[config.mk]
export PLATFORM = sky130hd
export DESIGN_NAME = drive_status_monitor_bank
export DESIGN_NICKNAME = d
export VERILOG_FILES = /design/src/rtl/drive_status_monitor_bank.v
export VERILOG_INCLUDE_DIRS = /design/src /design/src/rtl
export SDC_FILE = /design/constraint.sdc
export NUM_CORES = 1
export LEC_CHECK = 0
export BUFFER_PORTS_ARGS = -buffer_cell sky130_fd_sc_hd__buf_2
export CAP_MARGIN = 5
export CELL_PAD_IN_SITES_DETAIL_PLACEMENT = 2
export CELL_PAD_IN_SITES_GLOBAL_PLACEMENT = 2
export CORE_UTILIZATION = 37
export DETAILED_ROUTE_END_ITERATION = 16
export HOLD_SLACK_MARGIN = 0.03
export PLACE_DENSITY_LB_ADDON = 0.1
export SLEW_MARGIN = 20
export SYNTH_ARGS = -nofsm -noshare
export SYNTH_HDL_FRONTEND = slang
export SYNTH_SLANG_ARGS = --single-unit
[constraint.sdc]
create_clock -name pclk -period 4.5 [get_ports pclk]
set_clock_uncertainty 0.2 [all_clocks]
set_input_delay 0.675 -clock pclk [delete_from_list [all_inputs] [get_ports pclk]]
set_output_delay 0.675 -clock pclk [all_outputs]
set_load 0.05 [all_outputs]
[src/rtl/drive_status_monitor_bank_defines.vh]
// How it works
// - the unready reason word holds one bit per cause from bit 0 up: control circuit, main power, bus undervoltage, soft start, encoder init, ground short check, other.
// - the stall reason code reads 0 none, 1 servo not ready, 2 no run command, 3 overtravel, 4 small torque limit.
// - the stall reason code reads 5 small position ref, 6 small speed ref, 7 small torque ref, 8 small speed limit, 9 other.
// - the servo state reads 0 not ready, 1 ready, 2 running, 3 fault.
// - on an abnormal parameter the bank reports its group number, 0 to 255.
// - alongside it the bank reports the parameter's position in its group, 0 to 255.
// - the active position and speed planning group numbers are reported, each limited to 0..16.
`ifndef DRIVE_STATUS_MONITOR_BANK_DEFINES_VH
`define DRIVE_STATUS_MONITOR_BANK_DEFINES_VH

// register indices; byte address is four times the index
`define IDX_CTRL_SYS_STAT 8'h01
`define IDX_CTRL_FAULT 8'h02
`define IDX_FABRIC_SYS_STAT 8'h03
`define IDX_FABRIC_FAULT 8'h04
`define IDX_ENC_SYS_STAT 8'h05
`define IDX_ENC_FAULT 8'h06
`define IDX_BAD_PARAM_GROUP 8'h07
`define IDX_BAD_PARAM_INDEX 8'h08
`define IDX_POS_PLAN_GROUP 8'h09
`define IDX_SPD_PLAN_GROUP 8'h0a
`define IDX_SERVO_STATE 8'h0b
`define IDX_SERVO_RUN_MODE 8'h0c
`define IDX_SERVO_RUN_TIME 8'h0d
`define IDX_SER_ENC_STAT 8'h11
`define IDX_SER_ENC_FAULT 8'h12
`define IDX_OFFLINE_INERTIA 8'h35
`define IDX_CTRL_SUPPLY 8'h36
`define IDX_PHASE_U 8'h37
`define IDX_PHASE_V 8'h39
`define IDX_DRIVE_HEAT 8'h3f
`define IDX_MOTOR_HEAT 8'h40
`define IDX_UNREADY 8'h43
`define IDX_STALL 8'h44
`define IDX_ENC_START_POS 8'h51
`define IDX_EVENT_STATUS 8'h60
`define IDX_EVENT_MASK 8'h61

`define RESET_VALUE 32'h0000_0000
`define RESET_HALF 16'h0000
`define EVENT_COUNT 4
`define EVT_UNREADY 0
`define EVT_FAULT 1
`define EVT_BAD_PARAM 2
`define EVT_STALL 3

// unready reason bit positions
`define UNRDY_CTRL_CIRCUIT 0
`define UNRDY_MAIN_POWER 1
`define UNRDY_BUS_UNDERVOLT 2
`define UNRDY_SOFT_START 3
`define UNRDY_ENC_INIT 4
`define UNRDY_GROUND_SHORT 5
`define UNRDY_OTHER 6

// stall reason codes
`define STALL_NONE 16'h0000
`define STALL_NOT_READY 16'h0001
`define STALL_NO_RUN_CMD 16'h0002
`define STALL_OVERTRAVEL 16'h0003
`define STALL_TRQ_LIMIT 16'h0004
`define STALL_POS_REF 16'h0005
`define STALL_SPD_REF 16'h0006
`define STALL_TRQ_REF 16'h0007
`define STALL_SPD_LIMIT 16'h0008
`define STALL_OTHER 16'h0009

// servo state codes
`define STATE_NOT_READY 16'h0000
`define STATE_READY 16'h0001
`define STATE_RUNNING 16'h0002
`define STATE_FAULT 16'h0003

`define PLAN_GROUP_MAX 16'h0010
`define CLK_PERIOD_NS 10
`define RUN_TIME_UNIT_NS 100000000

`endif

[src/rtl/drive_status_monitor_bank.v]
// Local design decision: the APB slave port.
`include "drive_status_monitor_bank_defines.vh"

module drive_status_monitor_bank #(
    parameter ADDR_W = 10,
    parameter RUN_TICK_CYCLES = `RUN_TIME_UNIT_NS / `CLK_PERIOD_NS
) (
    // clock and reset
    input wire pclk,
    input wire presetn,
    // apb slave
    input wire psel,
    input wire penable,
    input wire pwrite,
    input wire [ADDR_W-1:0] paddr,
    input wire [31:0] pwdata,
    output reg [31:0] prdata,
    output reg pready,
    output reg pslverr,
    // interrupt
    output reg irq,
    // unready causes
    input wire ctrl_circuit_error,
    input wire main_power_error,
    input wire bus_undervoltage,
    input wire soft_start_failed,
    input wire encoder_init_pending,
    input wire ground_short_failed,
    input wire other_unready,
    // run conditions
    input wire servo_fault,
    input wire run_command,
    input wire overtravel_disabled,
    input wire torque_limit_small,
    input wire position_ref_small,
    input wire speed_ref_small,
    input wire torque_ref_small,
    input wire speed_limit_small,
    input wire other_stall,
    // abnormal parameter report
    input wire bad_param_found,
    input wire [7:0] bad_param_group_in,
    input wire [7:0] bad_param_index_in,
    // planning groups
    input wire [15:0] position_plan_group_in,
    input wire [15:0] speed_plan_group_in,
    // raw monitored values
    input wire [15:0] ctrl_sys_stat_in,
    input wire [15:0] ctrl_fault_in,
    input wire [15:0] fabric_sys_stat_in,
    input wire [15:0] fabric_fault_in,
    input wire [15:0] enc_sys_stat_in,
    input wire [15:0] enc_fault_in,
    input wire [15:0] servo_run_mode_in,
    input wire [15:0] ser_enc_stat_in,
    input wire [15:0] ser_enc_fault_in,
    input wire [15:0] offline_inertia_in,
    input wire [15:0] ctrl_supply_in,
    input wire [31:0] phase_u_in,
    input wire [31:0] phase_v_in,
    input wire [15:0] drive_heat_in,
    input wire [15:0] motor_heat_in,
    input wire [31:0] enc_start_pos_in
);

    localparam [31:0] TICK_LAST = RUN_TICK_CYCLES - 1;

    reg [15:0] controller_system_status;
    reg [15:0] controller_fault_state;
    reg [15:0] logic_fabric_system_status;
    reg [15:0] logic_fabric_fault_state;
    reg [15:0] encoder_system_status;
    reg [15:0] encoder_fault_state;
    reg [15:0] bad_param_group;
    reg [15:0] bad_param_index;
    reg [15:0] position_plan_group;
    reg [15:0] speed_plan_group;
    reg [15:0] servo_state;
    reg [15:0] servo_run_mode;
    reg [31:0] servo_run_time;
    reg [15:0] serial_encoder_status_bits;
    reg [15:0] serial_encoder_fault_bits;
    reg [15:0] offline_inertia_tuning;
    reg [15:0] control_supply_voltage;
    reg [31:0] phase_u_current_now;
    reg [31:0] phase_v_current_now;
    reg [15:0] drive_heat_total;
    reg [15:0] motor_heat_total;
    reg [15:0] drive_unready_reasons;
    reg [15:0] motor_stall_reason;
    reg [31:0] encoder_start_position;
    reg [`EVENT_COUNT-1:0] event_status;
    reg [`EVENT_COUNT-1:0] event_mask;
    reg [31:0] tick_count;

    reg [15:0] next_unready;
    reg [15:0] next_stall;
    reg [15:0] next_state;
    reg [31:0] next_prdata;
    reg next_mapped;
    reg next_writable;
    wire [`EVENT_COUNT-1:0] event_hit;
    wire [`EVENT_COUNT-1:0] status_clear;
    wire [7:0] reg_index;
    wire access;
    wire done;
    wire drive_ready;

    assign reg_index = paddr[9:2];
    assign access = psel & penable;
    // one wait state: pready rises in the second access cycle
    assign done = access & pready;
    assign drive_ready = (next_unready == 16'h0000);

    // reason word, one bit per cause
    always @* begin
        next_unready = 16'h0000;
        next_unready[`UNRDY_CTRL_CIRCUIT] = ctrl_circuit_error;
        next_unready[`UNRDY_MAIN_POWER] = main_power_error;
        next_unready[`UNRDY_BUS_UNDERVOLT] = bus_undervoltage;
        next_unready[`UNRDY_SOFT_START] = soft_start_failed;
        next_unready[`UNRDY_ENC_INIT] = encoder_init_pending;
        next_unready[`UNRDY_GROUND_SHORT] = ground_short_failed;
        next_unready[`UNRDY_OTHER] = other_unready;
    end

    // first blocking cause wins, in code order
    always @* begin
        if (!drive_ready || servo_fault) begin
            next_stall = `STALL_NOT_READY;
        end else if (!run_command) begin
            next_stall = `STALL_NO_RUN_CMD;
        end else if (overtravel_disabled) begin
            next_stall = `STALL_OVERTRAVEL;
        end else if (torque_limit_small) begin
            next_stall = `STALL_TRQ_LIMIT;
        end else if (position_ref_small) begin
            next_stall = `STALL_POS_REF;
        end else if (speed_ref_small) begin
            next_stall = `STALL_SPD_REF;
        end else if (torque_ref_small) begin
            next_stall = `STALL_TRQ_REF;
        end else if (speed_limit_small) begin
            next_stall = `STALL_SPD_LIMIT;
        end else if (other_stall) begin
            next_stall = `STALL_OTHER;
        end else begin
            next_stall = `STALL_NONE;
        end
    end

    // fault outranks everything else
    always @* begin
        if (servo_fault) begin
            next_state = `STATE_FAULT;
        end else if (!drive_ready) begin
            next_state = `STATE_NOT_READY;
        end else if (run_command) begin
            next_state = `STATE_RUNNING;
        end else begin
            next_state = `STATE_READY;
        end
    end

    // live sampling of every monitored value
    always @(posedge pclk or negedge presetn) begin
        if (!presetn) begin
            controller_system_status <= `RESET_HALF;
            controller_fault_state <= `RESET_HALF;
            logic_fabric_system_status <= `RESET_HALF;
            logic_fabric_fault_state <= `RESET_HALF;
            encoder_system_status <= `RESET_HALF;
            encoder_fault_state <= `RESET_HALF;
            servo_run_mode <= `RESET_HALF;
            serial_encoder_status_bits <= `RESET_HALF;
            serial_encoder_fault_bits <= `RESET_HALF;
            offline_inertia_tuning <= `RESET_HALF;
            control_supply_voltage <= `RESET_HALF;
            phase_u_current_now <= `RESET_VALUE;
            phase_v_current_now <= `RESET_VALUE;
            drive_heat_total <= `RESET_HALF;
            motor_heat_total <= `RESET_HALF;
            encoder_start_position <= `RESET_VALUE;
            drive_unready_reasons <= `RESET_HALF;
            motor_stall_reason <= `RESET_HALF;
            servo_state <= `RESET_HALF;
            position_plan_group <= `RESET_HALF;
            speed_plan_group <= `RESET_HALF;
        end else begin
            controller_system_status <= ctrl_sys_stat_in;
            controller_fault_state <= ctrl_fault_in;
            logic_fabric_system_status <= fabric_sys_stat_in;
            logic_fabric_fault_state <= fabric_fault_in;
            encoder_system_status <= enc_sys_stat_in;
            encoder_fault_state <= enc_fault_in;
            servo_run_mode <= servo_run_mode_in;
            serial_encoder_status_bits <= ser_enc_stat_in;
            serial_encoder_fault_bits <= ser_enc_fault_in;
            offline_inertia_tuning <= offline_inertia_in;
            control_supply_voltage <= ctrl_supply_in;
            phase_u_current_now <= phase_u_in;
            phase_v_current_now <= phase_v_in;
            drive_heat_total <= drive_heat_in;
            motor_heat_total <= motor_heat_in;
            encoder_start_position <= enc_start_pos_in;
            drive_unready_reasons <= next_unready;
            motor_stall_reason <= next_stall;
            servo_state <= next_state;
            // out-of-range group numbers saturate rather than wrap
            if (position_plan_group_in > `PLAN_GROUP_MAX) begin
                position_plan_group <= `PLAN_GROUP_MAX;
            end else begin
                position_plan_group <= position_plan_group_in;
            end
            if (speed_plan_group_in > `PLAN_GROUP_MAX) begin
                speed_plan_group <= `PLAN_GROUP_MAX;
            end else begin
                speed_plan_group <= speed_plan_group_in;
            end
        end
    end

    // location held until the next abnormal parameter report
    always @(posedge pclk or negedge presetn) begin
        if (!presetn) begin
            bad_param_group <= `RESET_HALF;
            bad_param_index <= `RESET_HALF;
        end else if (bad_param_found) begin
            bad_param_group <= {8'h00, bad_param_group_in};
            bad_param_index <= {8'h00, bad_param_index_in};
        end
    end

    // running time in tenths of a second
    always @(posedge pclk or negedge presetn) begin
        if (!presetn) begin
            tick_count <= `RESET_VALUE;
            servo_run_time <= `RESET_VALUE;
        end else if (servo_state == `STATE_RUNNING) begin
            if (tick_count >= TICK_LAST) begin
                tick_count <= `RESET_VALUE;
                servo_run_time <= servo_run_time + 32'h0000_0001;
            end else begin
                tick_count <= tick_count + 32'h0000_0001;
            end
        end
    end

    // events: new unready cause, fault entry, bad parameter, new stall code
    assign event_hit[`EVT_UNREADY] = |(next_unready & ~drive_unready_reasons);
    assign event_hit[`EVT_FAULT] = (next_state == `STATE_FAULT) &&
        (servo_state != `STATE_FAULT);
    assign event_hit[`EVT_BAD_PARAM] = bad_param_found;
    assign event_hit[`EVT_STALL] = (next_stall != `STALL_NONE) &&
        (next_stall != motor_stall_reason);
    // clear only bits already captured for the reader, so an event landing
    // between capture and completion of the read is not lost
    assign status_clear = {`EVENT_COUNT{done & ~pwrite &
        (reg_index == `IDX_EVENT_STATUS)}} & prdata[`EVENT_COUNT-1:0];

    genvar g;
    generate
        for (g = 0; g < `EVENT_COUNT; g = g + 1) begin : g_event
            // a set in the clearing cycle survives the clear
            always @(posedge pclk or negedge presetn) begin
                if (!presetn) begin
                    event_status[g] <= 1'b0;
                end else begin
                    event_status[g] <= event_hit[g] | (event_status[g] & ~status_clear[g]);
                end
            end
        end
    endgenerate

    always @(posedge pclk or negedge presetn) begin
        if (!presetn) begin
            event_mask <= {`EVENT_COUNT{1'b0}};
            irq <= 1'b0;
        end else begin
            if (done && pwrite && reg_index == `IDX_EVENT_MASK) begin
                event_mask <= pwdata[`EVENT_COUNT-1:0];
            end
            irq <= |(event_status & event_mask);
        end
    end

    // read mux; monitoring words refuse writes with an error
    always @* begin
        next_prdata = 32'h0000_0000;
        next_mapped = 1'b1;
        next_writable = 1'b0;
        case (reg_index)
            `IDX_CTRL_SYS_STAT: next_prdata = {16'h0000, controller_system_status};
            `IDX_CTRL_FAULT: next_prdata = {16'h0000, controller_fault_state};
            `IDX_FABRIC_SYS_STAT: next_prdata = {16'h0000, logic_fabric_system_status};
            `IDX_FABRIC_FAULT: next_prdata = {16'h0000, logic_fabric_fault_state};
            `IDX_ENC_SYS_STAT: next_prdata = {16'h0000, encoder_system_status};
            `IDX_ENC_FAULT: next_prdata = {16'h0000, encoder_fault_state};
            `IDX_BAD_PARAM_GROUP: next_prdata = {16'h0000, bad_param_group};
            `IDX_BAD_PARAM_INDEX: next_prdata = {16'h0000, bad_param_index};
            `IDX_POS_PLAN_GROUP: next_prdata = {16'h0000, position_plan_group};
            `IDX_SPD_PLAN_GROUP: next_prdata = {16'h0000, speed_plan_group};
            `IDX_SERVO_STATE: next_prdata = {16'h0000, servo_state};
            `IDX_SERVO_RUN_MODE: next_prdata = {16'h0000, servo_run_mode};
            `IDX_SERVO_RUN_TIME: next_prdata = servo_run_time;
            `IDX_SER_ENC_STAT: next_prdata = {16'h0000, serial_encoder_status_bits};
            `IDX_SER_ENC_FAULT: next_prdata = {16'h0000, serial_encoder_fault_bits};
            `IDX_OFFLINE_INERTIA: next_prdata = {16'h0000, offline_inertia_tuning};
            `IDX_CTRL_SUPPLY: next_prdata = {16'h0000, control_supply_voltage};
            `IDX_PHASE_U: next_prdata = phase_u_current_now;
            `IDX_PHASE_V: next_prdata = phase_v_current_now;
            `IDX_DRIVE_HEAT: next_prdata = {16'h0000, drive_heat_total};
            `IDX_MOTOR_HEAT: next_prdata = {16'h0000, motor_heat_total};
            `IDX_UNREADY: next_prdata = {16'h0000, drive_unready_reasons};
            `IDX_STALL: next_prdata = {16'h0000, motor_stall_reason};
            `IDX_ENC_START_POS: next_prdata = encoder_start_position;
            `IDX_EVENT_STATUS: next_prdata = {{(32-`EVENT_COUNT){1'b0}}, event_status};
            `IDX_EVENT_MASK: begin
                next_prdata = {{(32-`EVENT_COUNT){1'b0}}, event_mask};
                next_writable = 1'b1;
            end
            default: next_mapped = 1'b0;
        endcase
    end

    always @(posedge pclk or negedge presetn) begin
        if (!presetn) begin
            pready <= 1'b0;
            pslverr <= 1'b0;
            prdata <= `RESET_VALUE;
        end else if (access && !pready) begin
            pready <= 1'b1;
            prdata <= pwrite ? `RESET_VALUE : next_prdata;
            // unaligned or unmapped, or a write to a read-only word
            pslverr <= ~next_mapped | (paddr[1:0] != 2'b00) |
                (pwrite & ~next_writable);
        end else begin
            pready <= 1'b0;
            pslverr <= 1'b0;
        end
    end

endmodule // drive_status_monitor_bank

==> implementation parameters, run 1 <==
Parameter                              Value

Cells and area
  Number of standard cells in the final layout excluding fillers ... 2,941
  Fillers ... 4,518
  Commonest cells after routing, fill and taps aside ... sky130_fd_sc_hd__dfrtp_1 (472), sky130_fd_sc_hd__buf_2 (421), sky130_fd_sc_hd__dlygate4sd3_1 (310)
  Syn-to-layout area delta ... 45.14%
  # nets final ... 2,671
  Area of combinational cells with multiple inputs ... 0.005972 mm2
  Storage element area ... 0.01181 mm2
  Most common library cell in the layout ignoring fill and taps ... sky130_fd_sc_hd__dfrtp_1
  Fraction of final layout cells with drive strength greater than 1 ... 0.2760

Timing
  Unrepaired setup endpoints after global routing ... no
  Post-Route Setup TNS ... 0 ns
  Slew at the pin with the worst max-slew slack ... 1.650 ns
  Number of setup violations in the final report ... 0
  Worst max-slew margin expressed relative to the limit ... -0.1154
  Fin. Hold Viols ... 0
  Crit path time final ... 4.101 ns
  Timing-limited maximum frequency ... 243.8 MHz
  Fin. max-slew vios ... 4
  Part of the cycle the worst path needs ... 0.9114

Job
  Max-capacitance violation count ... 1

Power
  P_sw ... 0.002888 W
  Part of the power in registers ... 0.442
  Combinational Power Share ... 0.098
  Static leakage ... 11.86 nW
  Internal ... 0.007482 W
  Net switching share of the total power ... 0.2785
  Highest ir drop seen on vdd ... 270.4 uV
  Clock power share ... 0.460
  Power density over cell area ... 394.4 mW/mm2

Clock tree
  CTS hold repair buffers ... 309
  Buffer count from post-CTS setup fixing ... 0
  CTS max path bufs ... 3
  Worst-path clk slew ... 0.08 ns
  Total number of H-tree levels ... 2
  Total CTS buffers ... 51
  Number of instances resized during post-cts repair ... 0
  Clock insertion delay at the later pin of the skew report ... 0.64 ns
  TritonCTS clock tree ... done
  Clock root cell ... sky130_fd_sc_hd__clkbuf_16
  Num Clock Sinks ... 472

Yosys
  Post-synth top flop ... sky130_fd_sc_hd__dfrtp_1
  Yosys warns ... 0
  Post-synthesis instance area ... 0.01811 mm2
  Post-Syn Area per Cell ... 12.35 um2
  Count of state elements after synthesis ... 472
  Number of synthesized flops with an enable pin ... 0
  Post-synthesis async set-or-reset flop share ... 1.000
  Distinct cells, synth ... 78
  Fraction of the yosys area taken by sequential cells ... 0.6521
  Gate count of the mapped netlist ... 1,467

Worst setup path
  Kind of capture point of the worst setup path ... flop
  Required time reported for the critical path endpoint ... 4.80 ns
  Largest fanout of any net on the critical path ... 18
  Critical R2R Launch ... controller_fault_state[3]$_DFF_PN0_
  Launch point of the worst path ... paddr[4]
  Startpoint class of the critical path ... input pin
  Type of the worst setup path ... in -> reg
  Critical path data arrival time ... 4.40 ns

Outcome
  Run status ... finished, violations left
  Violated checks ... capacitance limit, slew limit

Global route
  Maximum number of pins on one net before global-route repair ... 105
  Initial antenna violation count ... 16
  Global routing usage summed across all routing layers ... 0.4060
  Wire length of the first global-routing pass ... 145,000 um
  Total global routing overflow ... 0
  Vias in the first global route ... 20,290

Route
  Via density ... 6.410
  Count of TritonRoute iterations in the first routing pass ... 6
  Post-detailed-route wirelength per cell ... 40.09 um
  Detailed router's first-iteration violation count ... 2,219
  Total number of vias ... 18,850
  Wirelength, routed ... 117,900 um
  DRC violation count after routing ... 0
  Remaining antenna violation count after routing ... 0

Place
  Number of buffers added on ports ... 422
  GPL Wtd Cong ... 0.8596
  HPWL Detailed ... 56,050 um
  DP Cell Count ... 2,505

Die
  Die span in y ... 223.3 um
  Starting density of the core ... 0.3770
  Die outline area ... 0.04985 mm2
  Total number of placement rows ... 80
  CORE AREA ... 0.04805 mm2
  Die Width ... 223.3 um
  Top-level port count ... 451

Hold path
  Hold crit path type ... in -> reg
  Worst hold start ... drive_heat_in[15]
-- state kept, by name (all words and copies together) (netlist names), 32 cells and up --
name / cells
phase_u_current_now: 32
tick_count: 32
servo_run_time: 32
prdata: 32
phase_v_current_now: 32
encoder_start_position: 32
-- layout make-up --
cell class                      instances  area share
Multi-Input combinational cell        896      0.2272
Clock inverter                         11    0.006044
Clock buffer                           79     0.05987
Inverter                               33    0.004712
Tap cell                              615     0.02927
Antenna cell                           36    0.003427
Timing Repair Buffer                  799      0.2203
Sequential cell                       472      0.4493
-- metrics by stage --
| stage | power, W | instance area [um2] | setup WS, ns | utilization | hold slack (ns) |
|---|---|---|---|---|---|
| finish | 0.01037 | 26290 | 0.3987 | 0.5472 | 0.08045 |
| global route | 0.01047 | 26270 | 0.5997 | 0.5468 | 0.06551 |
| CTS | 0.009855 | 26180 | 1.227 | 0.5449 | 0.03736 |
| detailed placement | 0.005259 | 21350 | 0.8402 | 0.4444 | 0.2692 |
| global placement | 0.005227 | 21350 | 0.7984 | 0.4444 | 0.2560 |
| floorplan | 0.004779 | 18190 | 1.587 | - | 0.1794 |
-- layer usage --
metal / part of all wire / up-vias / track usage
met5: 0.0019 / - / 0
met2: 0.46 / 1554 / 0.6946
met1: 0.32 / 9560 / 0.4388
met3: 0.11 / 740 / 0.09654
met4: 0.11 / 24 / 0.3018
li1: - / 6975 / -
-- worst paths after layout --
| kind | endpoint | slack [ns] | cells past startpoint |
|---|---|---|---|
| max in group asynchronous | prdata[2]$_DFFE_PN0P_ | 2.44 | 3 |
| min reg2reg | prdata[21]$_DFFE_PN0P_ | 0.30 | 2 |
| min | drive_heat_total[15]$_DFF_PN0_ | 0.08 | 1 |
| max | prdata[3]$_DFFE_PN0P_ | 0.40 | 8 |
| max reg2reg | prdata[3]$_DFFE_PN0P_ | 1.01 | 6 |
| min in group asynchronous | tick_count[26]$_DFFE_PN0N_ | 0.52 | 2 |
-- worst max-delay path, cell delays in order --
cell and delay [ns]:
sky130_fd_sc_hd__buf_2 0.45, sky130_fd_sc_hd__or2_2 0.47, sky130_fd_sc_hd__nor3_1 0.22, sky130_fd_sc_hd__a32oi_1 0.78, sky130_fd_sc_hd__nand4_1 0.62, sky130_fd_sc_hd__a2111oi_0 0.74, sky130_fd_sc_hd__buf_4 0.31, sky130_fd_sc_hd__a22oi_1 0.08
-- synthesized netlist by cell type, drive strengths merged, types with 5 or more instances --
library cell  count  area [um2]
o21ai            52       260.2
a211oi            6       45.04
nor2             94       352.8
xor2             29       254.0
nor4b             5       43.79
xnor2            23       201.4
and3             18       112.6
nand2b            9       56.30
a221oi           23       201.4
a32oi            28       245.2
dfrtp           472       11810
nand2           107       401.6
a31oi            10       62.56
a32o              8       80.08
a22o             44       385.4
nor3b             5       42.54
a22oi            51       382.9
clkbuf           70       262.8
a222oi            9       90.09
o41ai             5       43.79
nor4             32       227.7
and4              8       70.07
or4               6       48.80
a21o              5       37.54
and2              6       37.54
nor2b            10       62.56
inv              33       123.9
mux2             37       416.7
a2111oi           8       70.07
mux2i            17       170.2
nor3             39       210.2
buf              17       80.07
o22ai            14       87.58
nand4            25       162.6
a21oi            32       160.2
o211ai            8       60.06
nand3            48       240.2
-- power by group through the flow --
stage	registers (W)	logic [W]	clock network, W
after global routing	0.00459	0.00104	0.00484
after floorplan	0.00457	0.000206	0
final	0.00458	0.00102	0.00477
after global placement	0.00460	0.000629	0
after CTS	0.00454	0.000873	0.00444
after detailed placement	0.00461	0.000649	0
-- cells by family after synthesis --
kind of cell	share of synthesized area
simple gates	0.1234
buf+inv	0.02576
fa+ha+maj	0.001381
xor+xnor	0.02514
compound gates	0.1371
flops	0.6521
mux	0.03488
other cells	0.0002070
No activity file was read; power rests on OpenSTA's default activity.
==> run 2, diff against run 1 <==
--- a/config.mk
+++ b/config.mk
@@ -6,11 +6,12 @@
 export SDC_FILE = /design/constraint.sdc
 export NUM_CORES = 1
 export LEC_CHECK = 0
+export ABC_AREA = 1
 export BUFFER_PORTS_ARGS = -buffer_cell sky130_fd_sc_hd__buf_2
 export CAP_MARGIN = 5
 export CELL_PAD_IN_SITES_DETAIL_PLACEMENT = 2
 export CELL_PAD_IN_SITES_GLOBAL_PLACEMENT = 2
-export CORE_UTILIZATION = 37
+export CORE_UTILIZATION = 35
 export DETAILED_ROUTE_END_ITERATION = 16
 export HOLD_SLACK_MARGIN = 0.03
 export PLACE_DENSITY_LB_ADDON = 0.1
==> run 2 against run 1 <==
  * The flow now finishes without violations
  * Worst hold slack lost 0.039 ns
  * Critical path depth grew 5
  * Wire length shrank 2.7%
  * Sequential share of layout area shrank 1.5 points
  * Clock power grew 4%
  * Die area grew 12%
  * Power grew 0.54%
  * Sequential cell count is the same
  * Maximum frequency grew 34%
  * Worst setup slack gained 1.0 ns
  * Sequential power is essentially flat
==> implementation parameters, run 2 <==
Parameter                              Value

Clock tree
  Num Clock Sinks ... 472
  Clock root cell ... sky130_fd_sc_hd__clkbuf_16
  CTS max path bufs ... 3
  Clock insertion delay at the later pin of the skew report ... 0.64 ns
  Buffer count from post-CTS setup fixing ... 0
  Total number of H-tree levels ... 2
  TritonCTS clock tree ... done
  Number of instances resized during post-cts repair ... 0
  Worst-path clk slew ... 0.08 ns
  Total CTS buffers ... 53

Hold path
  Hold crit path type ... in -> reg
  Worst hold start ... servo_run_mode_in[5]

Yosys
  Most numerous cell in the Yosys netlist ... sky130_fd_sc_hd__nand2_1
  Post-Syn Area per Cell ... 9.021 um2
  Distinct cells, synth ... 41
  Count of state elements after synthesis ... 472
  Top post-synthesis cells by count ... sky130_fd_sc_hd__nand2_1 (619), sky130_fd_sc_hd__dfrtp_1 (472), sky130_fd_sc_hd__nand3_1 (410), sky130_fd_sc_hd__nor2_1 (214), sky130_fd_sc_hd__inv_1 (128)
  Yosys warns ... 0
  Top post-synthesis cells by area ... sky130_fd_sc_hd__dfrtp_1 (61%), sky130_fd_sc_hd__nand2_1 (12%), sky130_fd_sc_hd__nand3_1 (11%)
  Fraction of the yosys area taken by sequential cells ... 0.6124
  Post-synthesis async set-or-reset flop share ... 1.000
  Yosys top cell area share ... 0.6124
  Number of synthesized flops with an enable pin ... 0
  Post-synth top flop ... sky130_fd_sc_hd__dfrtp_1
  Gate count of the mapped netlist ... 2,138
  Dominant cell type by area after synthesis ... sky130_fd_sc_hd__dfrtp_1
  Post-synthesis instance area ... 0.01929 mm2

Cells and area
  Fraction of final layout cells with drive strength greater than 1 ... 0.1947
  Commonest cells after routing, fill and taps aside ... sky130_fd_sc_hd__nand2_1 (619), sky130_fd_sc_hd__dfrtp_1 (472), sky130_fd_sc_hd__buf_2 (421)
  Syn-to-layout area delta ... 40.91%
  Area of combinational cells with multiple inputs ... 0.006601 mm2
  Fillers ... 5,588
  Storage element area ... 0.01181 mm2
  Most common library cell in the layout ignoring fill and taps ... sky130_fd_sc_hd__nand2_1
  End-of-flow core utilization ... 0.5020
  # nets final ... 3,292

Die
  Top-level port count ... 451
  CORE AREA ... 0.05413 mm2
  Die Width ... 236.7 um
  Die span in y ... 236.7 um
  Die outline area ... 0.05605 mm2
  Starting density of the core ... 0.3563
  Total number of placement rows ... 85

Worst setup path
  Kind of capture point of the worst setup path ... flop
  Startpoint class of the critical path ... input pin
  Type of the worst setup path ... in -> reg
  Critical R2R Launch ... tick_count[0]$_DFFE_PN0N_
  Largest fanout of any net on the critical path ... 97
  Required time reported for the critical path endpoint ... 4.88 ns
  Launch point of the worst path ... paddr[7]
  Critical path data arrival time ... 3.44 ns

Power
  Net switching share of the total power ... 0.2714
  Highest ir drop seen on vdd ... 314.6 uV
  Power density over cell area ... 383.6 mW/mm2
  Static leakage ... 13.77 nW
  P_sw ... 0.002829 W
  Part of the power in registers ... 0.438
  Clock power share ... 0.475
  Internal ... 0.007596 W
  Combinational Power Share ... 0.087

Route
  Detailed router's first-iteration violation count ... 1,603
  Wirelength, routed ... 114,700 um
  Via density ... 5.626
  Remaining antenna violation count after routing ... 0
  Post-detailed-route wirelength per cell ... 31.51 um
  Total number of vias ... 20,490
  DRC violation count after routing ... 0
  Count of TritonRoute iterations in the first routing pass ... 6

Global route
  Total global routing overflow ... 0
  Vias in the first global route ... 22,850
  Wire length of the first global-routing pass ... 152,300 um
  Maximum number of pins on one net before global-route repair ... 111
  Initial antenna violation count ... 25
  Global routing usage summed across all routing layers ... 0.3683

Place
  HPWL Detailed ... 52,300 um
  Number of buffers added on ports ... 422
  GPL Wtd Cong ... 0.8326

Job
  Max-capacitance violation count ... 0

Timing
  Part of the cycle the worst path needs ... 0.6811
  Hold WS ... 0.04125 ns
  Number of setup violations in the final report ... 0
  Post-Route Setup TNS ... 0 ns
  Timing-limited maximum frequency ... 326.2 MHz
  Fin. max-slew vios ... 0
  Worst max-slew margin expressed relative to the limit ... 0.1911
  Fin. Hold Viols ... 0
  Unrepaired setup endpoints after global routing ... no
  Crit path time final ... 3.065 ns
  Slew at the pin with the worst max-slew slack ... 1.212 ns

Outcome
  Run status ... completed
[run 2: power groups by stage]
stage	sequential [W]	combinational, W	clock [W]
6_report	0.00457	0.000909	0.00495
5_1_grt	0.00457	0.000946	0.00508
4_1_cts	0.00452	0.000796	0.00470
3_5_place_dp	0.00459	0.000571	0
3_3_place_gp	0.00458	0.000549	0
2_1_floorplan	0.00458	0.000166	0
[run 2: final timing paths]
path,endpoint,slack (ns),cells past startpoint
hold reg to reg,prdata[5]$_DFFE_PN0P_,0.28,2
setup reg to reg,servo_run_time[7]$_DFFE_PN0P_,1.58,11
max in group asynchronous,controller_system_status[0]$_DFF_PN0_,2.46,3
hold / removal,servo_run_mode[5]$_DFF_PN0_,0.04,1
setup / recovery,prdata[10]$_DFFE_PN0P_,1.43,13
min in group asynchronous,tick_count[15]$_DFFE_PN0N_,0.51,2
[run 2: layout make-up]
class,instances,share of cell area
clock inverter,20,0.01211
antenna,33,0.003039
multi-input combinational,1457,0.2429
timing repair buffer,753,0.2011
tap,696,0.03204
inverter,137,0.01892
sequential,472,0.4346
clock buffer,73,0.05525
[run 2: metrics by stage]
stage | cell area [um2] | instances | setup slack (ns) | power [W]
floorplan | 19360 | 2159 | 2.437 | 0.004750
global placement | 22160 | 3206 | 1.455 | 0.005134
detailed placement | 22160 | 3206 | 1.425 | 0.005166
CTS | 27070 | 3607 | 1.670 | 0.01001
global route | 27170 | 3637 | 1.360 | 0.01060
finish | 27180 | 3641 | 1.435 | 0.01043
[run 2: per-layer routing]
layer  global-route usage  routed length (um)  vias up  part of all wire
met4               0.2098                9053       10             0.079
met3              0.07135                8072      513             0.070
met1               0.4124               40850    10450              0.36
met2               0.6534               56700     1140              0.49
li1                     -                   -     8375                 -
met5                    0                  69        -           0.00060
[run 2: kinds of logic (layout without fill, tap and decap cells)]
family	after synthesis	count (layout)	share of synthesized area
compound gates	42	42	0.01343
flops	472	472	0.6124
xor+xnor	38	38	0.01726
simple gates	1353	1353	0.3040
other cells	1	55	0.0001944
fa+ha+maj	2	2	0.001297
buf+inv	230	983	0.05138
[run 2: worst max-delay path, stage by stage]
cell and delay (ns):
sky130_fd_sc_hd__buf_2 0.14, sky130_fd_sc_hd__inv_1 0.11, sky130_fd_sc_hd__nand2_2 0.09, sky130_fd_sc_hd__nor2_4 0.66, sky130_fd_sc_hd__buf_12 0.43, sky130_fd_sc_hd__nand3_1 0.16
sky130_fd_sc_hd__nand2_1 0.14, sky130_fd_sc_hd__nor2_1 0.11, sky130_fd_sc_hd__nand2_1 0.11, sky130_fd_sc_hd__nor2_1 0.11, sky130_fd_sc_hd__nand2_1 0.27, sky130_fd_sc_hd__nand3_1 0.17
sky130_fd_sc_hd__nand2_1 0.15
[run 2: timing repair]
item / 4_1_cts / 5_1_grt
hold endpoints to repair: 363 / 0
endpoints found under the setup margin: 0 / 0
hold buffers: 308 / 0
